File: src/core/timer8_pkg.sv
package timer8_pkg;

  // Bus geometry
  localparam int          ADDR_W      = 8;
  localparam int          DATA_W      = 32;

  // Register byte offsets
  localparam logic [7:0]  OFF_CTRL    = 8'h00;
  localparam logic [7:0]  OFF_COUNT   = 8'h04;
  localparam logic [7:0]  OFF_CMP_A   = 8'h08;
  localparam logic [7:0]  OFF_CMP_B   = 8'h0C;
  localparam logic [7:0]  OFF_FLAGS   = 8'h10;
  localparam logic [7:0]  OFF_STATUS  = 8'h14;

  // Control register: low byte is ctrl_t, force strobes above it
  localparam int          CTRL_FORCE_A = 9;
  localparam int          CTRL_FORCE_B = 8;

  // Flag register bit positions
  localparam int          FLAG_OVF    = 0;
  localparam int          FLAG_CMP_A  = 1;
  localparam int          FLAG_CMP_B  = 2;
  localparam int          STAT_DOWN   = 0;

  // Count range
  localparam logic [7:0]  CNT_MAX     = 8'hFF;
  localparam logic [7:0]  CNT_BOTTOM  = 8'h00;
  localparam logic [7:0]  CNT_ONE     = 8'h01;

  // Waveform mode selector codes
  localparam logic [2:0]  MODE_NORMAL    = 3'h0;
  localparam logic [2:0]  MODE_PHASE_MAX = 3'h1;
  localparam logic [2:0]  MODE_CTC       = 3'h2;
  localparam logic [2:0]  MODE_FAST_MAX  = 3'h3;
  localparam logic [2:0]  MODE_PHASE_CMP = 3'h5;
  localparam logic [2:0]  MODE_FAST_CMP  = 3'h7;

  // Output action selector codes
  localparam logic [1:0]  ACT_OFF     = 2'h0;
  localparam logic [1:0]  ACT_TOGGLE  = 2'h1;
  localparam logic [1:0]  ACT_CLEAR   = 2'h2;
  localparam logic [1:0]  ACT_SET     = 2'h3;

  // Reset values
  localparam logic [7:0]  CMP_RST     = 8'h00;
  localparam logic [2:0]  FLAGS_RST   = 3'h0;

  typedef struct packed {
    logic [1:0] output_action_a;
    logic [1:0] output_action_b;
    logic       pad;
    logic [2:0] waveform_mode_sel;
  } ctrl_t;

  localparam ctrl_t       CTRL_RST    = '{ACT_OFF, ACT_OFF, 1'b0, MODE_NORMAL};

  typedef enum logic {
    DIR_UP   = 1'b0,
    DIR_DOWN = 1'b1
  } dir_t;

endpackage : timer8_pkg

File: src/core/timer8_waveform_modes.sv
// What this block does
// - Mode picks counting; action picks output only
// - Normal mode counts up, wraps max to zero
// - Overflow set as count goes max to zero, non-PWM
// - Clear-on-match resets count at compare A
// - Missed match runs to max and wraps
// - Compare A flag at each clear-on-match top
// - Toggle action inverts output A each match
// - Fast PWM top is max or compare A
// - Fast PWM counts to top, then clears
// - Fast PWM clear/set polarity at match and bottom
// - Fast PWM overflow flag at top
// - Fast PWM toggle only channel A, upper bit
// - Fast PWM extremes: spike or constant level
// - Fast PWM compare goes through double buffer
// - Phase PWM top is max or compare A
// - Phase PWM reverses at top, one tick
// - Phase PWM overflow flag at bottom
// - Phase PWM up/down match polarity
// - Phase PWM toggle only channel A, upper bit
// - Phase PWM extremes give constant levels
// - Phase PWM bottom transition keeps symmetry
// - Periods 510 or 256 ticks at fixed top
// - Match flag next tick; write-one or ack clears
// - PWM compare buffered; others write directly
// - Count write wins and blocks next match
//
// The APB slave port and the register offsets are this design's own decisions.
module timer8_waveform_modes (
  input  wire logic        pclk,
  input  wire logic        presetn,
  input  wire logic        clk_en,
  input  wire logic        timer_tick,
  input  wire logic [2:0]  flag_service_ack,
  input  wire logic        psel,
  input  wire logic        penable,
  input  wire logic        pwrite,
  input  wire logic [7:0]  paddr,
  input  wire logic [31:0] pwdata,
  output logic      [31:0] prdata,
  output logic             pready,
  output logic             pslverr,
  output logic             wave_out_a,
  output logic             wave_out_b,
  output logic             overflow_flag,
  output logic             compare_a_flag,
  output logic             compare_b_flag
);

  timer8_pkg::ctrl_t ctrl_q;
  timer8_pkg::dir_t  dir_q;
  timer8_pkg::dir_t  dir_d;
  logic [7:0]        count_value_q;
  logic [7:0]        count_value_d;
  logic              block_q;
  logic [2:0]        flags_q;
  logic [2:0]        flags_d;
  logic              pready_q;
  logic              pslverr_q;
  logic [31:0]       prdata_q;
  logic [7:0]        buf_q [2];
  logic [7:0]        act_q [2];
  logic [7:0]        cmp_eff [2];
  logic              wave_q [2];
  logic              pend_q [2];
  logic              hit [2];
  logic              force_cmp [2];
  logic              sel_cmp [2];

  // Bus timing
  // Setup cycle: psel high, penable low, nothing decoded yet
  // First access edge: pready_q is loaded, read data captured
  // Second access edge: pready_q high, a write takes effect here
  // The wait state costs one cycle per access but keeps
  // prdata, pready and pslverr straight from flops
  // Unmapped offsets answer with pslverr and change nothing
  // A low clock enable stalls the slave with its state held
  // Back-to-back transfers are fine: pready_q drops after done

  // APB decode; one wait state so every answer comes from flops
  wire         access    = psel & penable;
  wire         first     = access & ~pready_q;
  wire         done      = access & pready_q;
  wire         sel_ctrl  = paddr == timer8_pkg::OFF_CTRL;
  wire         sel_cnt   = paddr == timer8_pkg::OFF_COUNT;
  wire         sel_flags = paddr == timer8_pkg::OFF_FLAGS;
  wire         sel_stat  = paddr == timer8_pkg::OFF_STATUS;
  assign sel_cmp[0] = paddr == timer8_pkg::OFF_CMP_A;
  assign sel_cmp[1] = paddr == timer8_pkg::OFF_CMP_B;
  wire         mapped    = sel_ctrl | sel_cnt | sel_flags | sel_stat
                         | sel_cmp[0] | sel_cmp[1];
  wire         wr        = done & pwrite & mapped;
  wire         cnt_wr    = wr & sel_cnt;
  wire         ctrl_wr   = wr & sel_ctrl;
  wire         flag_wr   = wr & sel_flags;

  // Read data mux; unmapped and write-only bits read zero
  wire [31:0]  rdata =
      sel_ctrl   ? {24'h000000, ctrl_q}
    : sel_cnt    ? {24'h000000, count_value_q}
    : sel_cmp[0] ? {24'h000000, buf_q[0]}
    : sel_cmp[1] ? {24'h000000, buf_q[1]}
    : sel_flags  ? {29'h00000000, flags_q}
    : sel_stat   ? {31'h00000000, dir_q == timer8_pkg::DIR_DOWN}
    : 32'h00000000;

  // Mode decode
  // Bit 0 of the selector marks the two PWM families
  // Low bits 11: single-slope fast PWM, codes 3 and 7
  // Low bits 01: dual-slope phase PWM, codes 1 and 5
  // Code 2 clears on compare A; 0, 4 and 6 run as normal mode
  // Upper bit picks compare A as top in both PWM families
  // Output actions only shape the waveform, never the count

  // Mode classes; the action selector is never read here
  wire [2:0]   mode   = ctrl_q.waveform_mode_sel;
  wire         pwm    = mode[0];
  wire         fast   = mode[1:0] == timer8_pkg::MODE_FAST_MAX[1:0];
  wire         phase  = mode[1:0] == timer8_pkg::MODE_PHASE_MAX[1:0];
  wire         clear_on_match_mode    = mode == timer8_pkg::MODE_CTC;
  wire         going_up = dir_q == timer8_pkg::DIR_UP;

  // Top is max, or active compare A in upper-bit PWM modes
  wire [7:0]   top = (pwm & mode[2]) ? act_q[0]
                   : timer8_pkg::CNT_MAX;

  // Tick qualification
  // The tick is a one-cycle enable from the prescaler, same clock
  // A count write in the same cycle wins: no count, no clear,
  // no flag and no match on that edge
  // block_q then masks matches on the next tick as well, so a
  // count loaded equal to the compare does not fire at once
  // Hazard: writing the compare value into the count loses
  // that match for one period

  // A processor write to the count suppresses all tick work
  wire         tick_go = timer_tick & ~cnt_wr;
  wire         at_top  = count_value_q == top;
  wire         at_bot  = count_value_q == timer8_pkg::CNT_BOTTOM;
  wire         wrap_evt = tick_go & fast & at_top;
  wire         top_evt  = tick_go & phase & going_up & at_top;
  wire         bot_evt  = tick_go & phase & ~going_up & at_bot;

  // Buffer copy at bottom for fast PWM, at top for phase PWM
  wire         upd_evt = wrap_evt | top_evt;

  // Count sequence per family
  // Normal and code 2 count up; code 2 clears on compare A
  // A compare A below the count is missed until the wrap
  // Fast PWM runs bottom to top, then clears on the next tick
  // Phase PWM runs up to top, holds it one tick, then down
  // At bottom it turns again, so bottom also lasts one tick
  // A zero top in phase PWM parks the count at zero
  // Direction returns to up on each tick outside phase PWM, so a
  // later switch after such a tick starts on the up slope

  // Counter sequencing
  always_comb begin
    count_value_d = count_value_q;
    dir_d         = dir_q;
    if (cnt_wr) begin
      count_value_d = pwdata[7:0];
    end else if (timer_tick) begin
      if (phase) begin
        if (going_up) begin
          if (at_top) begin
            // Reverse; top was held for exactly this one tick
            dir_d = timer8_pkg::DIR_DOWN;
            count_value_d = at_bot ? count_value_q
                                   : count_value_q - timer8_pkg::CNT_ONE;
          end else begin
            count_value_d = count_value_q + timer8_pkg::CNT_ONE;
          end
        end else if (at_bot) begin
          // 255 up plus 255 down gives 510 ticks per period
          dir_d = timer8_pkg::DIR_UP;
          count_value_d = (top == timer8_pkg::CNT_BOTTOM) ? count_value_q
                                                          : timer8_pkg::CNT_ONE;
        end else begin
          count_value_d = count_value_q - timer8_pkg::CNT_ONE;
        end
      end else begin
        dir_d = timer8_pkg::DIR_UP;
        if ((fast & at_top) | (clear_on_match_mode & (count_value_q == cmp_eff[0]))) begin
          // Fast: 256 ticks per period at fixed top
          count_value_d = timer8_pkg::CNT_BOTTOM;
        end else begin
          // A compare below the count is passed by; wrap from max
          count_value_d = count_value_q + timer8_pkg::CNT_ONE;
        end
      end
    end
  end

  // Flag timing
  // Overflow outside PWM: on the tick that takes max to zero
  // Fast PWM: on the tick at top, the wrap tick
  // Phase PWM: on the turning tick at bottom
  // Compare flags come one tick after the match, via pend_q
  // Write-one or a service acknowledge clears a flag, but a
  // set in the same cycle wins so no event is lost

  // Flags: hardware set wins over a clear in the same cycle
  always_comb begin
    flags_d = flags_q & ~flag_service_ack;
    if (flag_wr) begin
      flags_d = flags_d & ~pwdata[2:0];
    end
    if (tick_go & ((~pwm & (count_value_q == timer8_pkg::CNT_MAX))
                   | wrap_evt
                   | bot_evt)) begin
      flags_d[timer8_pkg::FLAG_OVF] = 1'b1;
    end
    if (tick_go & pend_q[0]) begin
      flags_d[timer8_pkg::FLAG_CMP_A] = 1'b1;
    end
    if (tick_go & pend_q[1]) begin
      flags_d[timer8_pkg::FLAG_CMP_B] = 1'b1;
    end
  end

  // State update
  // Everything freezes while clk_en is low, the bus slave too
  // block_q clears on the first tick after a count write,
  // unless another count write lands in that cycle

  // Counter, direction, match blocking and flags
  always_ff @(posedge pclk or negedge presetn) begin
    if (!presetn) begin
      count_value_q <= timer8_pkg::CNT_BOTTOM;
      dir_q         <= timer8_pkg::DIR_UP;
      block_q       <= 1'b0;
      flags_q       <= timer8_pkg::FLAGS_RST;
    end else if (clk_en) begin
      count_value_q <= count_value_d;
      dir_q         <= dir_d;
      flags_q       <= flags_d;
      if (cnt_wr) begin
        block_q <= 1'b1;
      end else if (timer_tick) begin
        block_q <= 1'b0;
      end
    end
  end

  // Control register
  // Force strobes above the low byte are not stored; the
  // reserved bit 3 is forced to zero so it always reads zero
  // Action changes apply at the next match, with no buffering

  // Bus slave and control register
  always_ff @(posedge pclk or negedge presetn) begin
    if (!presetn) begin
      ctrl_q    <= timer8_pkg::CTRL_RST;
      pready_q  <= 1'b0;
      pslverr_q <= 1'b0;
      prdata_q  <= 32'h00000000;
    end else if (clk_en) begin
      pready_q  <= first;
      pslverr_q <= first & ~mapped;
      if (first & ~pwrite) begin
        prdata_q <= rdata;
      end
      if (ctrl_wr) begin
        ctrl_q     <= timer8_pkg::ctrl_t'(pwdata[7:0]);
        ctrl_q.pad <= 1'b0;
      end
    end
  end

  // Compare channels
  // Each channel keeps a buffer written by software and an
  // active value that the comparator uses in PWM modes
  // Outside PWM the active value follows the buffer one cycle
  // later; in PWM it is copied only at the update point, so a
  // pulse is never cut short by a mid-period write
  // Toggle in PWM exists only on channel A with the upper bit
  // set; on channel B that code holds the output
  // Forced matches update the output only, never the flags

  // Two compare channels; only channel A may toggle in PWM
  for (genvar i = 0; i < 2; i++) begin : g_chan
    localparam bit TOG_OK = (i == 0);
    wire [1:0] act = (i == 0) ? ctrl_q.output_action_a
                              : ctrl_q.output_action_b;
    wire       inv = act[0];
    wire       top_eq = cmp_eff[i] == top;
    wire       cmp_bot = cmp_eff[i] == timer8_pkg::CNT_BOTTOM;
    logic      wave_d;

    // Double buffered in PWM modes, direct otherwise
    assign cmp_eff[i] = pwm ? act_q[i] : buf_q[i];
    // A count write blocks the match on the following tick
    assign hit[i] = tick_go & ~block_q & (count_value_q == cmp_eff[i]);
    // Forced match only outside PWM; never sets the flag
    assign force_cmp[i] = ctrl_wr & ~pwm
                        & pwdata[(i == 0) ? timer8_pkg::CTRL_FORCE_A
                                          : timer8_pkg::CTRL_FORCE_B];

    // Output action summary
    // Non-PWM: set, clear or toggle on a match or a force
    // Fast PWM: level at bottom, opposite level at the match
    // Phase PWM: match level depends on the slope direction,
    // with fixes at top and bottom for the extreme values

    // Output action per mode
    always_comb begin
      wave_d = wave_q[i];
      if (!pwm) begin
        if (hit[i] | force_cmp[i]) begin
          unique case (act)
            timer8_pkg::ACT_TOGGLE: wave_d = ~wave_q[i];
            timer8_pkg::ACT_CLEAR:  wave_d = 1'b0;
            timer8_pkg::ACT_SET:    wave_d = 1'b1;
            timer8_pkg::ACT_OFF:    wave_d = wave_q[i];
          endcase
        end
      end else if (act == timer8_pkg::ACT_TOGGLE) begin
        if (TOG_OK & mode[2] & hit[i]) begin
          wave_d = ~wave_q[i];
        end
      end else if (act[1]) begin
        if (fast) begin
          // Bottom wins over a match at top: constant level at max
          if (wrap_evt) begin
            wave_d = ~inv;
          end else if (hit[i] & ~top_eq) begin
            wave_d = inv;
          end
        end else if (bot_evt) begin
          // Restore the down-slope level at bottom for symmetry
          wave_d = cmp_bot ? inv : ~inv;
        end else if (top_evt & top_eq) begin
          wave_d = ~inv;
        end else if (hit[i]) begin
          wave_d = going_up ? inv : ~inv;
        end
      end
    end

    always_ff @(posedge pclk or negedge presetn) begin
      if (!presetn) begin
        buf_q[i]  <= timer8_pkg::CMP_RST;
        act_q[i]  <= timer8_pkg::CMP_RST;
        wave_q[i] <= 1'b0;
        pend_q[i] <= 1'b0;
      end else if (clk_en) begin
        if (wr & sel_cmp[i]) begin
          buf_q[i] <= pwdata[7:0];
        end
        if (~pwm | upd_evt) begin
          act_q[i] <= buf_q[i];
        end
        if (timer_tick) begin
          pend_q[i] <= hit[i];
        end
        wave_q[i] <= wave_d;
      end
    end
  end

  // Output summary
  // Waveforms reset low and change only on ticks or forces
  // Flags are sticky levels mirroring the flag register
  // Read data holds until the next read completes

  // Outputs straight from flops
  assign prdata         = prdata_q;
  assign pready         = pready_q;
  assign pslverr        = pslverr_q;
  assign wave_out_a     = wave_q[0];
  assign wave_out_b     = wave_q[1];
  assign overflow_flag  = flags_q[timer8_pkg::FLAG_OVF];
  assign compare_a_flag = flags_q[timer8_pkg::FLAG_CMP_A];
  assign compare_b_flag = flags_q[timer8_pkg::FLAG_CMP_B];

endmodule : timer8_waveform_modes

File: config.mk
export PLATFORM = sky130hd
export DESIGN_NAME = timer8_waveform_modes
export DESIGN_NICKNAME = d
export VERILOG_FILES = /design/src/core/timer8_pkg.sv /design/src/core/timer8_waveform_modes.sv
export SDC_FILE = /design/constraint.sdc
export NUM_CORES = 1
export LEC_CHECK = 0
export BUFFER_PORTS_ARGS = -buffer_cell sky130_fd_sc_hd__buf_2
export CAP_MARGIN = 0
export CORE_MARGIN = 3
export CORE_UTILIZATION = 50
export DETAILED_ROUTE_END_ITERATION = 8
export GPL_TIMING_DRIVEN = 0
export PLACE_DENSITY_LB_ADDON = 0.3
export SYNTH_ARGS = -nofsm -noshare
export SYNTH_HDL_FRONTEND = slang
export SYNTH_SLANG_ARGS = --single-unit
File: constraint.sdc
create_clock -name pclk -period 3.45 [get_ports pclk]
set_input_delay 0.345 -clock pclk [delete_from_list [all_inputs] [get_ports pclk]]
set_output_delay 0.345 -clock pclk [all_outputs]
set_load 0.05 [all_outputs]
After elaboration in Yosys (flattened, before gate mapping) --
Cells that the tools add are included.
Operators by class: multiplexer cells 55, bitwise operators 67, equality and inequality tests 32, add/subtract/negate cells 2, reductions and logical operators 21
Operators with widths (count):
- $mux 8 | 16
- $eq 8x8->1 | 5
- $logic_not 8->1 | 5
- $and 1x1->1 | 38
- $mux 1 | 35
- $eq 8x4->1 const B | 2
- $eq 8x5->1 const B | 2
- $reduce_and 2->1 | 7
- $reduce_and 7->1 | 2
- $not 1->1 | 13
- $or 1x1->1 | 12
- $eq 2x2->1 const B | 5
- $ne 5x5->1 const B | 2
- $add 8x1->8 const B | 1
- $eq 8x3->1 const B | 1
- $eq 8x8->1 const B | 1
- $sub 8x1->8 const B | 1
- $and 3x3->3 | 2
- $eq 2x1->1 const B | 3
- $mux 3 | 2
- $ne 2x2->1 const B | 3
- $ne 6x1->1 const B | 1
- $not 3->3 | 2
- $pmux 1 s3 | 2
- other kinds (11) | 14
Word-level totals: bits of input ports 50, word-level logic and storage cells 195, bits in registers 90

Longest topological paths before layout --
Gate-level depths: netlist of run 1.
depth after elaboration 20, depth in mapped cells 11, gate-level depth less buffers 9

Worst setup path before layout of run 1 --
OpenSTA, ideal clock, no wires.
path type reg-to-reg, start point reg count_value_q[0], end point reg count_value_q[5], setup time 65 ps, path slack 831 ps, clock period less this slack 2619 ps, arrival 2553 ps, stages on the path, launching flop included 10, path through dfrtp_1 -> clkbuf_1 -> inv_1 -> ha_1 -> nor4b_1 -> and2_1 -> a211oi_1 -> nand3_1 -> a2111oi_0 -> a211o_1
On the way: longest elaborated chain between the ends 7, elaborated cells between the ends (all ways) 19
RTL lines:
- from (decl) | line timer8_waveform_modes.sv:53 | logic [7:0] count_value_q;
- from (signal assigned) | line timer8_waveform_modes.sv:230 | count_value_q <= timer8_pkg::CNT_BOTTOM;
- from (signal assigned) | line timer8_waveform_modes.sv:235 | count_value_q <= count_value_d;
- $sub 8x1->8 (tied with other cells) | line timer8_waveform_modes.sv:170, timer8_waveform_modes.sv:180
- $mux 8 or $and 1x1->1 (tied branches) | line timer8_waveform_modes.sv:169, timer8_waveform_modes.sv:184
- $mux 8 or $or 1x1->1 (tied branches) | line timer8_waveform_modes.sv:166, timer8_waveform_modes.sv:184
- $mux 8 (on tied branches) | line timer8_waveform_modes.sv:165, timer8_waveform_modes.sv:184
- $mux 8 | line timer8_waveform_modes.sv:164 | if (phase) begin
- $mux 8 | line timer8_waveform_modes.sv:163 | end else if (timer_tick) begin
- $mux 8 | line timer8_waveform_modes.sv:161 | if (cnt_wr) begin
Parallel ways exist; a longest one is shown, timed or not. The select of a mux whose other input is x is not followed. A chain may end at the register's enable or synchronous reset.

Final worst setup path of run 1 --
start point reg count_value_q[1], end point reg count_value_q[5]
Same word-level chain as after synthesis.

==> results of run 1 <==
## layer usage
metal / GRT usage [%] / up-vias / part of all wire [%]
met4: 11.15 / 0 / 3.9
met3: 5.634 / 62 / 10
li1: - / 2087 / -
met1: 39.22 / 2161 / 42
met5: 0 / - / 0
met2: 42.03 / 265 / 44
## report_power, final
group          switching, W  internal [W]  total (W)
clock network      0.000350      0.000355   0.000705
registers         0.0000355      0.000814   0.000850
logic              0.000479      0.000255   0.000734
total              0.000865       0.00142    0.00229
## worst max path at each step
stage,startpoint,endpoint,slack (ps)
after floorplan,count_value_q[0]$_DFFE_PN0P_,count_value_q[5]$_DFFE_PN0P_,830
after global placement,count_value_q[1]$_DFFE_PN0P_,count_value_q[5]$_DFFE_PN0P_,10
after detailed placement,count_value_q[1]$_DFFE_PN0P_,count_value_q[5]$_DFFE_PN0P_,-10
after CTS,count_value_q[1]$_DFFE_PN0P_,count_value_q[5]$_DFFE_PN0P_,280
after global routing,count_value_q[1]$_DFFE_PN0P_,count_value_q[5]$_DFFE_PN0P_,170
final,count_value_q[1]$_DFFE_PN0P_,count_value_q[5]$_DFFE_PN0P_,300
## state kept, by name (all words and copies together), names as in the netlist
register and count:
wave_out_a 1, buf_q 16, g_chan.act 4, prdata 8
pslverr 1, dir_q 1, pready 1, pend_q 2
wave_out_b 1, block_q 1, mode 3, act_q 16
count_value_q 8, flags_q 3
## cell usage in the layout, fill, tap and decap left out, drive strengths merged, types with 4 or more instances in the layout
cell / count
o22ai: 4
nor2: 22
a211oi: 7
nor3: 13
o21ai: 29
or4: 4
mux2: 41
conb: 24
mux4: 4
and4b: 8
buf: 77
a32oi: 4
xnor2: 25
a32o: 4
inv: 19
a21oi: 18
mux2i: 22
o41ai: 4
clkbuf: 32
xor2: 4
nand4: 10
o32ai: 4
and2: 4
dfrtp: 66
a31oi: 10
nor2b: 7
nand2: 55
nor4: 12
or2: 4
nand3: 22
## layout make-up
type                    instances  area (µm²)  share of cell area, %
well taps                     129       161.4                  2.881
multi-input cells             414        2969                  53.00
flip-flops and latches         66        1652                  29.48
repair buffers                 39       197.7                  3.529
inverters                      18       67.56                  1.206
clock buffers                  10       137.6                  2.457
plain buffers                  60       351.6                  6.277
clock inverters                 6       65.06                  1.161
## kinds of logic after synthesis
logic type,synth area share [%]
xor+xnor,5.144
other cells,0.07595
flops,33.45
buf+inv,8.489
fa+ha+maj,0.7603
compound gates,17.08
simple gates,19.36
mux,15.64
## per-stage QoR
step,setup slack (ps),setup TNS (ps),hold WS [ps],utilization (%)
after global routing,174.5,0,141.3,59.50
after global placement,12.24,0,450.9,57.14
after detailed placement,-14.91,-14.91,454.9,57.17
after CTS,280.6,0,131.7,59.38
after floorplan,831.4,0,49.41,-
final,304.8,0,62.70,59.50
## worst max-delay path, delay by kind of cell, from the launching register on
family                   cells  cell delay [ps]
AO/OA/AOI/OAI                3             1150
buffers and inverters        2              820
AND/OR/NAND/NOR              3              500
flip-flops                   1              350
adder cells (fa/ha/maj)      1              250
==> results.py, run 1 <==
metrics = {
    "run_status": {
        "outcome": "complete, no violations",
    },
    "job": {
        "cap_viol_max_count": 0,
    },
    "placement": {
        "io_buffers": 39,
        "dp.cells": 726,
        "place_area_um2": 5383,
        "dp_hpwl_mm": 11.12,
        "gp_congestion": 1.026,
    },
    "global_routing": {
        "grtUsageTotal_pct": 27.87,
        "grt_pass1_wl_mm": 24.14,
        "grt_pass1_vias": 4403,
        "antenna_found_initial": 0,
        "grt_max_degree": 67,
        "overflow": 0,
    },
    "sta": {
        "fin_crit_sh_pct": 91.17,
        "hold_violations": 0,
        "finalSetupViolations": 0,
        "max_freq_ghz": 0.3179,
        "slew_headroom_pct": 41.84,
        "drv_slew": 0,
        "fin_worst_skew_ps": 16.12,
        "min_period_ps": 3145,
        "rsz0062_at_grt": "no",
        "tightest_slew_ps": 872.4,
    },
    "drt": {
        "ant_nets": 0,
        "wire_per_inst_um": 20.65,
        "postRouteWirelength_mm": 15.33,
        "drt_iter0_markers": 520,
        "drt-vias-per-instance": 6.166,
        "drt-pass1-iter-count": 7,
        "route.detailed.drc": 0,
        "vias": 4575,
    },
    "floorplanning": {
        "dieArea_um2": 11100,
        "fp.dieH_um": 105.4,
        "rows": 35,
        "start_util_pct": 52.44,
        "boundaryPins": 89,
        "core_area_um2": 9415,
        "die_w_um": 105.4,
    },
    "finish": {
        "fin_nets": 661,
        "syn2layout_area_growth_pct": 13.46,
        "layout-drive-gt1-share_pct": 25.45,
        "insertedDiodeCount": 0,
        "final_area_um2": 5602,
        "nFillCells": 873,
        "fin_cells": 742,
    },
    "clock_network": {
        "cts.sink_count": 66,
        "numCtsBuffers": 9,
        "clkSlewWorstSetupHoldPaths_ps": 80,
        "clk_latency_ps": 370,
        "hold_buffers": 0,
        "cts_resized": 1,
        "clk_path_buf_depth": 2,
        "post-cts-setup-buffers": 0,
        "cts_tree": "done",
        "root_buffer": "clkbuf_8",
        "cts_max_level": 3,
    },
    "power": {
        "power_w": 0.002289,
        "p_per_area_nw_per_um2": 408.6,
        "vdd_ir_drop_max_mv": 0.4044,
        "p_leak_nw": 2.440,
    },
    "critical_path": {
        "required_ps": 3740,
        "cp-end-kind": "register",
        "critical_path_class": "register to register",
        "rrSetupSlack_ps": 300,
        "slowest_delay_ps": 560,
        "cp_max_fo": 9,
        "worstPathCellList": "clkbuf_1 > inv_1 > ha_1 > nor4b_1 > and2_1 > a211oi_4 > nand3_1 > a2111oi_0 > a211o_1",
        "r2r_cells": 9,
        "timing.rr.end": "count_value_q[5]$_DFFE_PN0P_",
        "reg2reg_from": "count_value_q[1]$_DFFE_PN0P_",
        "cp_slowest_cell": "clkbuf_1",
        "critPathLaunchType": "register",
        "critPathArrivalTime_ps": 3440,
    },
    "synth": {
        "synth.distinct_cells": 75,
        "synth_cells": 535,
        "synthDominantCellAreaShare_pct": 33.45,
        "syn_avg_cell_area_um2": 9.228,
        "yosysMostFrequentCell": "dfrtp_1",
        "synth_flop_cell": "dfrtp_1",
        "ys_seq_area_share_pct": 33.45,
        "async_reset_ff_share_pct": 100.0,
        "synth_commonest_cells": "dfrtp_1, nand2_1, mux2_2",
        "synth_area_leaders": "dfrtp_1, mux2_2, mux2i_1",
        "synth_top_area_cell": "dfrtp_1",
        "synth_edf_count": 0,
        "yosys_warnings": 0,
        "ys_ff_latch": 66,
        "netlist_area_um2": 4937,
    },
    "worst_hold_path": {
        "hold_path_class": "input port to asynchronous set/reset pin",
    },
}
Power figures use the tool's default switching activity.
==> run 2, diff against run 1 <==
==> constraint.sdc (replaced) <==
create_clock -name pclk -period 3.6 [get_ports pclk]
set_input_delay 0.36 -clock pclk [delete_from_list [all_inputs] [get_ports pclk]]
set_output_delay 0.36 -clock pclk [all_outputs]
set_load 0.02 [all_outputs]
==> run 2 against run 1 <==
Effect of this change: clock power is 4.4% lower; non-clock buffer count unchanged; maximum frequency shrank 3.2%; core utilization fell by 0.12 points; critical endpoint unchanged; largest power group unchanged.
==> results.py, run 2 (synthesis gave the netlist of run 1 again) <==
metrics = {
    "finish": {
        "mostFrequentLayoutCell": "dfrtp_1",
        "fin_cells": 742,
        "syn2layout_area_growth_pct": 13.23,
        "layout-drive-gt1-share_pct": 25.29,
        "nFillCells": 875,
        "regArea_um2": 1652,
        "multiInputGateArea_um2": 2958,
        "fin_nets": 661,
        "top_regs": "act_q (16), buf_q (16)",
        "final_cell_mix": "dfrtp_1, nand2_1, buf_2",
        "insertedDiodeCount": 0,
    },
    "sta": {
        "max_freq_ghz": 0.3078,
        "fin_worst_skew_ps": 11.41,
        "finalSetupViolations": 0,
        "tns_ps": 0,
        "hold_violations": 0,
        "tightest_slew_ps": 859.4,
        "slew_headroom_pct": 42.70,
        "layout_setup_ws_ps": 351.0,
        "fin_crit_sh_pct": 90.25,
        "min_period_ps": 3249,
        "drv_slew": 0,
        "fin_hold_ws_ps": 84.26,
        "rsz0062_at_grt": "no",
    },
    "power": {
        "power_frac_clock_pct": 31.6,
        "p_sw_share_pct": 36.01,
        "vdd_ir_drop_max_mv": 0.3879,
        "power.internal_w": 0.001364,
        "p_seq_share_pct": 38.2,
        "power_switching_w": 0.0007676,
        "p_per_area_nw_per_um2": 381.3,
        "p_comb_share_pct": 30.2,
        "p_leak_nw": 2.439,
    },
    "placement": {
        "dp_slack_ps": 135.1,
        "gp_congestion": 1.026,
        "io_buffers": 39,
        "dp.cells": 726,
        "dp_hpwl_mm": 11.12,
    },
    "global_routing": {
        "grt_pass1_vias": 4407,
        "overflow": 0,
        "grtUsageTotal_pct": 27.87,
        "met1_usage_pct": 39.22,
        "use_met3_pct": 5.634,
        "antenna_found_initial": 0,
        "grt_max_degree": 67,
        "gr-usage-met2_pct": 42.03,
        "grt_pass1_wl_mm": 24.14,
        "busiest_layer": "met2",
    },
    "clock_network": {
        "numCtsBuffers": 9,
        "cts.sink_count": 66,
        "cts_max_level": 3,
        "cts_tree": "done",
        "root_buffer": "clkbuf_8",
        "clk_path_buf_depth": 2,
        "clk_latency_ps": 360,
        "hold_buffers": 0,
        "clkSlewWorstSetupHoldPaths_ps": 80,
    },
    "drt": {
        "vias": 4584,
        "ant_nets": 0,
        "wire_per_inst_um": 20.54,
        "route.detailed.drc": 0,
        "drt-pass1-iter-count": 5,
        "drt-vias-per-instance": 6.178,
        "drt_iter0_markers": 535,
        "postRouteWirelength_mm": 15.24,
    },
    "job": {
        "cap_viol_max_count": 0,
    },
    "floorplanning": {
        "start_util_pct": 52.44,
        "core_area_um2": 9415,
        "boundaryPins": 89,
        "rows": 35,
        "dieArea_um2": 11100,
        "die_w_um": 105.4,
        "fp.dieH_um": 105.4,
    },
    "critical_path": {
        "critical_path_class": "register to register",
        "cp_max_fo": 9,
        "cp-end-kind": "register",
        "critPathArrivalTime_ps": 3550,
        "required_ps": 3900,
        "critPathLaunchType": "register",
    },
    "run_status": {
        "outcome": "complete, no violations",
    },
    "worst_hold_path": {
        "hold_path_class": "input port to asynchronous set/reset pin",
    },
}
run 2: cell count changes in the layout (fill, tap and decap cells not counted):
cell / before / now
a211oi_2: 0 / 1
a211oi_4: 1 / 0
o21ai_1: 0 / 1
o21ai_2: 1 / 0
run 2: power by group through the flow:
stage | registers, W | logic, W | clock network, W
2_1_floorplan | 0.000829 | 0.000443 | 0
3_3_place_gp | 0.000827 | 0.000610 | 0
3_5_place_dp | 0.000827 | 0.000624 | 0
4_1_cts | 0.000813 | 0.000629 | 0.000685
5_1_grt | 0.000820 | 0.000697 | 0.000717
6_report | 0.000813 | 0.000644 | 0.000674
run 2: per-layer routing:
metal / wire (µm) / vias up
met5: 0 / -
met4: 493 / 0
met3: 1496 / 51
met2: 6771 / 252
met1: 6483 / 2194
li1: - / 2087
run 2: worst max-delay path: stages (launching register included):
cell and delay, ps:
dfrtp_1 350, clkbuf_1 530, inv_1 260, ha_1 250, nor4b_1 140, and2_1 220, a211oi_2 620, nand3_1 130
a2111oi_0 520, a211o_1 160
run 2: worst paths after layout:
path,start,end,slack [ps],cells past startpoint
worst min register to register,prdata[5]$_DFFE_PN0P_,prdata[5]$_DFFE_PN0P_,470,2
worst min-delay path,presetn,count_value_q[3]$_DFFE_PN0P_,80,1
min in group pclk,pwdata[0],count_value_q[0]$_DFFE_PN0P_,320,3
worst max register to register,count_value_q[1]$_DFFE_PN0P_,count_value_q[5]$_DFFE_PN0P_,350,9
max in group asynchronous,presetn,dir_q$_DFFE_PN0P_,2930,1
worst max-delay path,count_value_q[1]$_DFFE_PN0P_,count_value_q[5]$_DFFE_PN0P_,350,9
run 2: cell type report:
class / count / share of cell area, %
Timing Repair Buffer: 39 / 3.536
Sequential cell: 66 / 29.54
Buffer: 60 / 6.289
Clock inverter: 6 / 1.164
Inverter: 18 / 1.209
Tap cell: 129 / 2.887
Multi-Input combinational cell: 414 / 52.91
Clock buffer: 10 / 2.462
run 2: stage by stage:
| step | total power (W) | instance area, µm² | utilization [%] |
|---|---|---|---|
| after floorplan | 0.001272 | 5024 | - |
| after global placement | 0.001437 | 5380 | 57.14 |
| after detailed placement | 0.001452 | 5383 | 57.17 |
| after CTS | 0.002127 | 5585 | 59.32 |
| after global routing | 0.002234 | 5590 | 59.38 |
| final | 0.002132 | 5590 | 59.38 |
run 2: what timing repair did:
item                                    in CTS  in global routing
resized for setup                            0                  1
endpoints found under the setup margin       0                  3
setup buffers                                0                  0
==> run 3, diff against run 2 <==
- ABC_AREA: not set -> 1
==> run 3 against run 2 <==
Effect of this change: via count up 4.7%; largest cell class unchanged; register-to-register slack better by 450 ps; routed wire length fell by 2.2%; non-clock buffer count down 11; global-route usage up 1.5 points; area after synthesis down 5.3%; power down 2.7%; sequential share of layout area is 1.6 points higher; core utilization is 0.35 points higher; largest power group unchanged; flip-flop and latch count is the same.
==> results.py, run 3 <==
metrics = {
    "run_status": {
        "outcome": "complete, no violations",
    },
    "critical_path": {
        "critPathArrivalTime_ps": 3020,
        "cp-end-kind": "register",
        "required_ps": 3820,
        "reg2reg_from": "count_value_q[3]$_DFFE_PN0P_",
        "r2r_cells": 14,
        "crit_start": "count_value_q[3]$_DFFE_PN0P_",
        "critical_path_class": "register to register",
        "cp_max_fo": 9,
        "critPathLaunchType": "register",
    },
    "sta": {
        "rsz0062_at_grt": "no",
        "slew_headroom_pct": 41.33,
        "hold_violations": 0,
        "min_period_ps": 2795,
        "fin_worst_skew_ps": 14.52,
        "tightest_slew_ps": 880.0,
        "fin_crit_sh_pct": 77.63,
        "drv_slew": 0,
        "max_freq_ghz": 0.3578,
        "finalSetupViolations": 0,
        "tns_ps": 0,
    },
    "synth": {
        "async_reset_ff_share_pct": 100.0,
        "synth_edf_count": 0,
        "ys_ff_latch": 66,
        "synthDominantCellAreaShare_pct": 35.34,
        "synth_area_leaders": "dfrtp_1, nand2_1, o21ai_0",
        "synth_top_area_cell": "dfrtp_1",
        "synth.distinct_cells": 46,
        "yosys_warnings": 0,
        "yosysMostFrequentCell": "nand2_1",
        "synth_flop_cell": "dfrtp_1",
        "netlist_area_um2": 4673,
        "synth_cells": 671,
        "syn_avg_cell_area_um2": 6.965,
        "synth_commonest_cells": "nand2_1, o21ai_0, inv_1",
        "ys_seq_area_share_pct": 35.34,
    },
    "drt": {
        "drt_iter0_markers": 458,
        "ant_nets": 0,
        "postRouteWirelength_mm": 14.91,
        "drt-pass1-iter-count": 5,
        "vias": 4800,
        "wire_per_inst_um": 17.34,
        "route.detailed.drc": 0,
        "drt-vias-per-instance": 5.581,
    },
    "clock_network": {
        "hold_buffers": 0,
        "numCtsBuffers": 9,
        "cts_max_level": 3,
        "cts.sink_count": 66,
        "clk_latency_ps": 350,
        "clk_path_buf_depth": 2,
        "post-cts-setup-buffers": 0,
        "root_buffer": "clkbuf_8",
        "cts_resized": 0,
        "clkSlewWorstSetupHoldPaths_ps": 80,
        "cts_tree": "done",
    },
    "power": {
        "power_w": 0.002073,
        "p_per_area_nw_per_um2": 390.5,
        "p_leak_nw": 2.627,
        "vdd_ir_drop_max_mv": 0.2312,
    },
    "floorplanning": {
        "core_area_um2": 8891,
        "dieArea_um2": 10540,
        "boundaryPins": 89,
        "die_w_um": 102.7,
        "rows": 34,
        "fp.dieH_um": 102.7,
        "start_util_pct": 52.56,
    },
    "global_routing": {
        "grt_pass1_vias": 4499,
        "grt_pass1_wl_mm": 23.41,
        "overflow": 0,
        "grt_max_degree": 67,
        "antenna_found_initial": 0,
        "grtUsageTotal_pct": 29.41,
    },
    "job": {
        "cap_viol_max_count": 0,
    },
    "finish": {
        "mostFrequentLayoutCell": "nand2_1",
        "syn2layout_area_growth_pct": 13.63,
        "final_cell_mix": "nand2_1, o21ai_0, inv_1",
        "fin_nets": 800,
        "utilization_pct": 59.72,
        "insertedDiodeCount": 0,
        "nFillCells": 862,
        "top_regs": "act_q (16), buf_q (16)",
        "layout-drive-gt1-share_pct": 15.56,
        "final_area_um2": 5310,
    },
    "placement": {
        "dp_hpwl_mm": 11.41,
        "gp_congestion": 0.9692,
        "place_area_um2": 5107,
        "io_buffers": 42,
    },
    "worst_hold_path": {
        "hold_path_class": "input port to asynchronous set/reset pin",
    },
}
## run 3: worst max-delay path: stages, from the launching register on
cell	delay (ps)
dfrtp_1	320
clkbuf_1	480
inv_1	300
nand3_1	150
nand2_1	60
nor2_1	80
nand2_1	70
nor2_1	290
nand4_1	190
nand3_1	240
inv_1	120
nand3_1	90
o211ai_1	90
o211ai_1	110
o21ai_1	80
## run 3: cells by family after synthesis
group                    count (synthesis)  share of synthesized area, %
multiplexers                             2                        0.4819
AND/OR/NAND/NOR                        318                         29.75
flip-flops                              66                         35.34
adder cells (fa/ha/maj)                  3                        0.8033
other                                    1                       0.08024
XOR/XNOR                                22                         4.123
buffers and inverters                  119                         12.53
AO/OA/AOI/OAI                          140                         16.89
## run 3: worst paths after layout
check,to,slack [ps]
setup reg to reg,count_value_q[2]$_DFFE_PN0P_,810
hold / removal,count_value_q[4]$_DFFE_PN0P_,80
hold reg to reg,prdata[3]$_DFFE_PN0P_,490
min in group pclk,flags_q[1]$_DFFE_PN0P_,300
setup / recovery,count_value_q[2]$_DFFE_PN0P_,810
max in group asynchronous,act_q[12]$_DFFE_PN0P_,2890
## run 3: area by class of cell
type	count	area, µm²	area share [%]
buffer	46	309.0	5.820
clock buffer	10	137.6	2.592
clock inverter	6	65.06	1.225
inverter	73	276.5	5.207
multi-input combinational	509	2522	47.50
sequential	66	1652	31.10
tap	108	135.1	2.545
timing repair buffer	42	212.7	4.006
## run 3: routing by layer
layer	routed length [µm]	GRT usage, %	vias to the layer above
met4	497	13.52	0
met1	6187	39.84	2211
met2	6839	45.48	257
met3	1384	5.683	40
met5	0	0	-
li1	-	-	2292
## run 3: where the power goes
part	leakage (nW)	total, W	switching [W]	internal (W)
sequential	0.900	0.000827	0.0000442	0.000783
clock	0.103	0.000659	0.000319	0.000340
combinational	1.62	0.000587	0.000395	0.000192
total	2.63	0.00207	0.000759	0.00131
## run 3: per-stage QoR
step	hold slack, ps	instances	setup WS [ps]
floorplan	64.41	694	1446
detailed placement	468.7	844	911.6
global placement	462.2	844	930.5
finish	83.70	860	805.3
global route	167.8	860	693.1
CTS	146.9	860	900.4
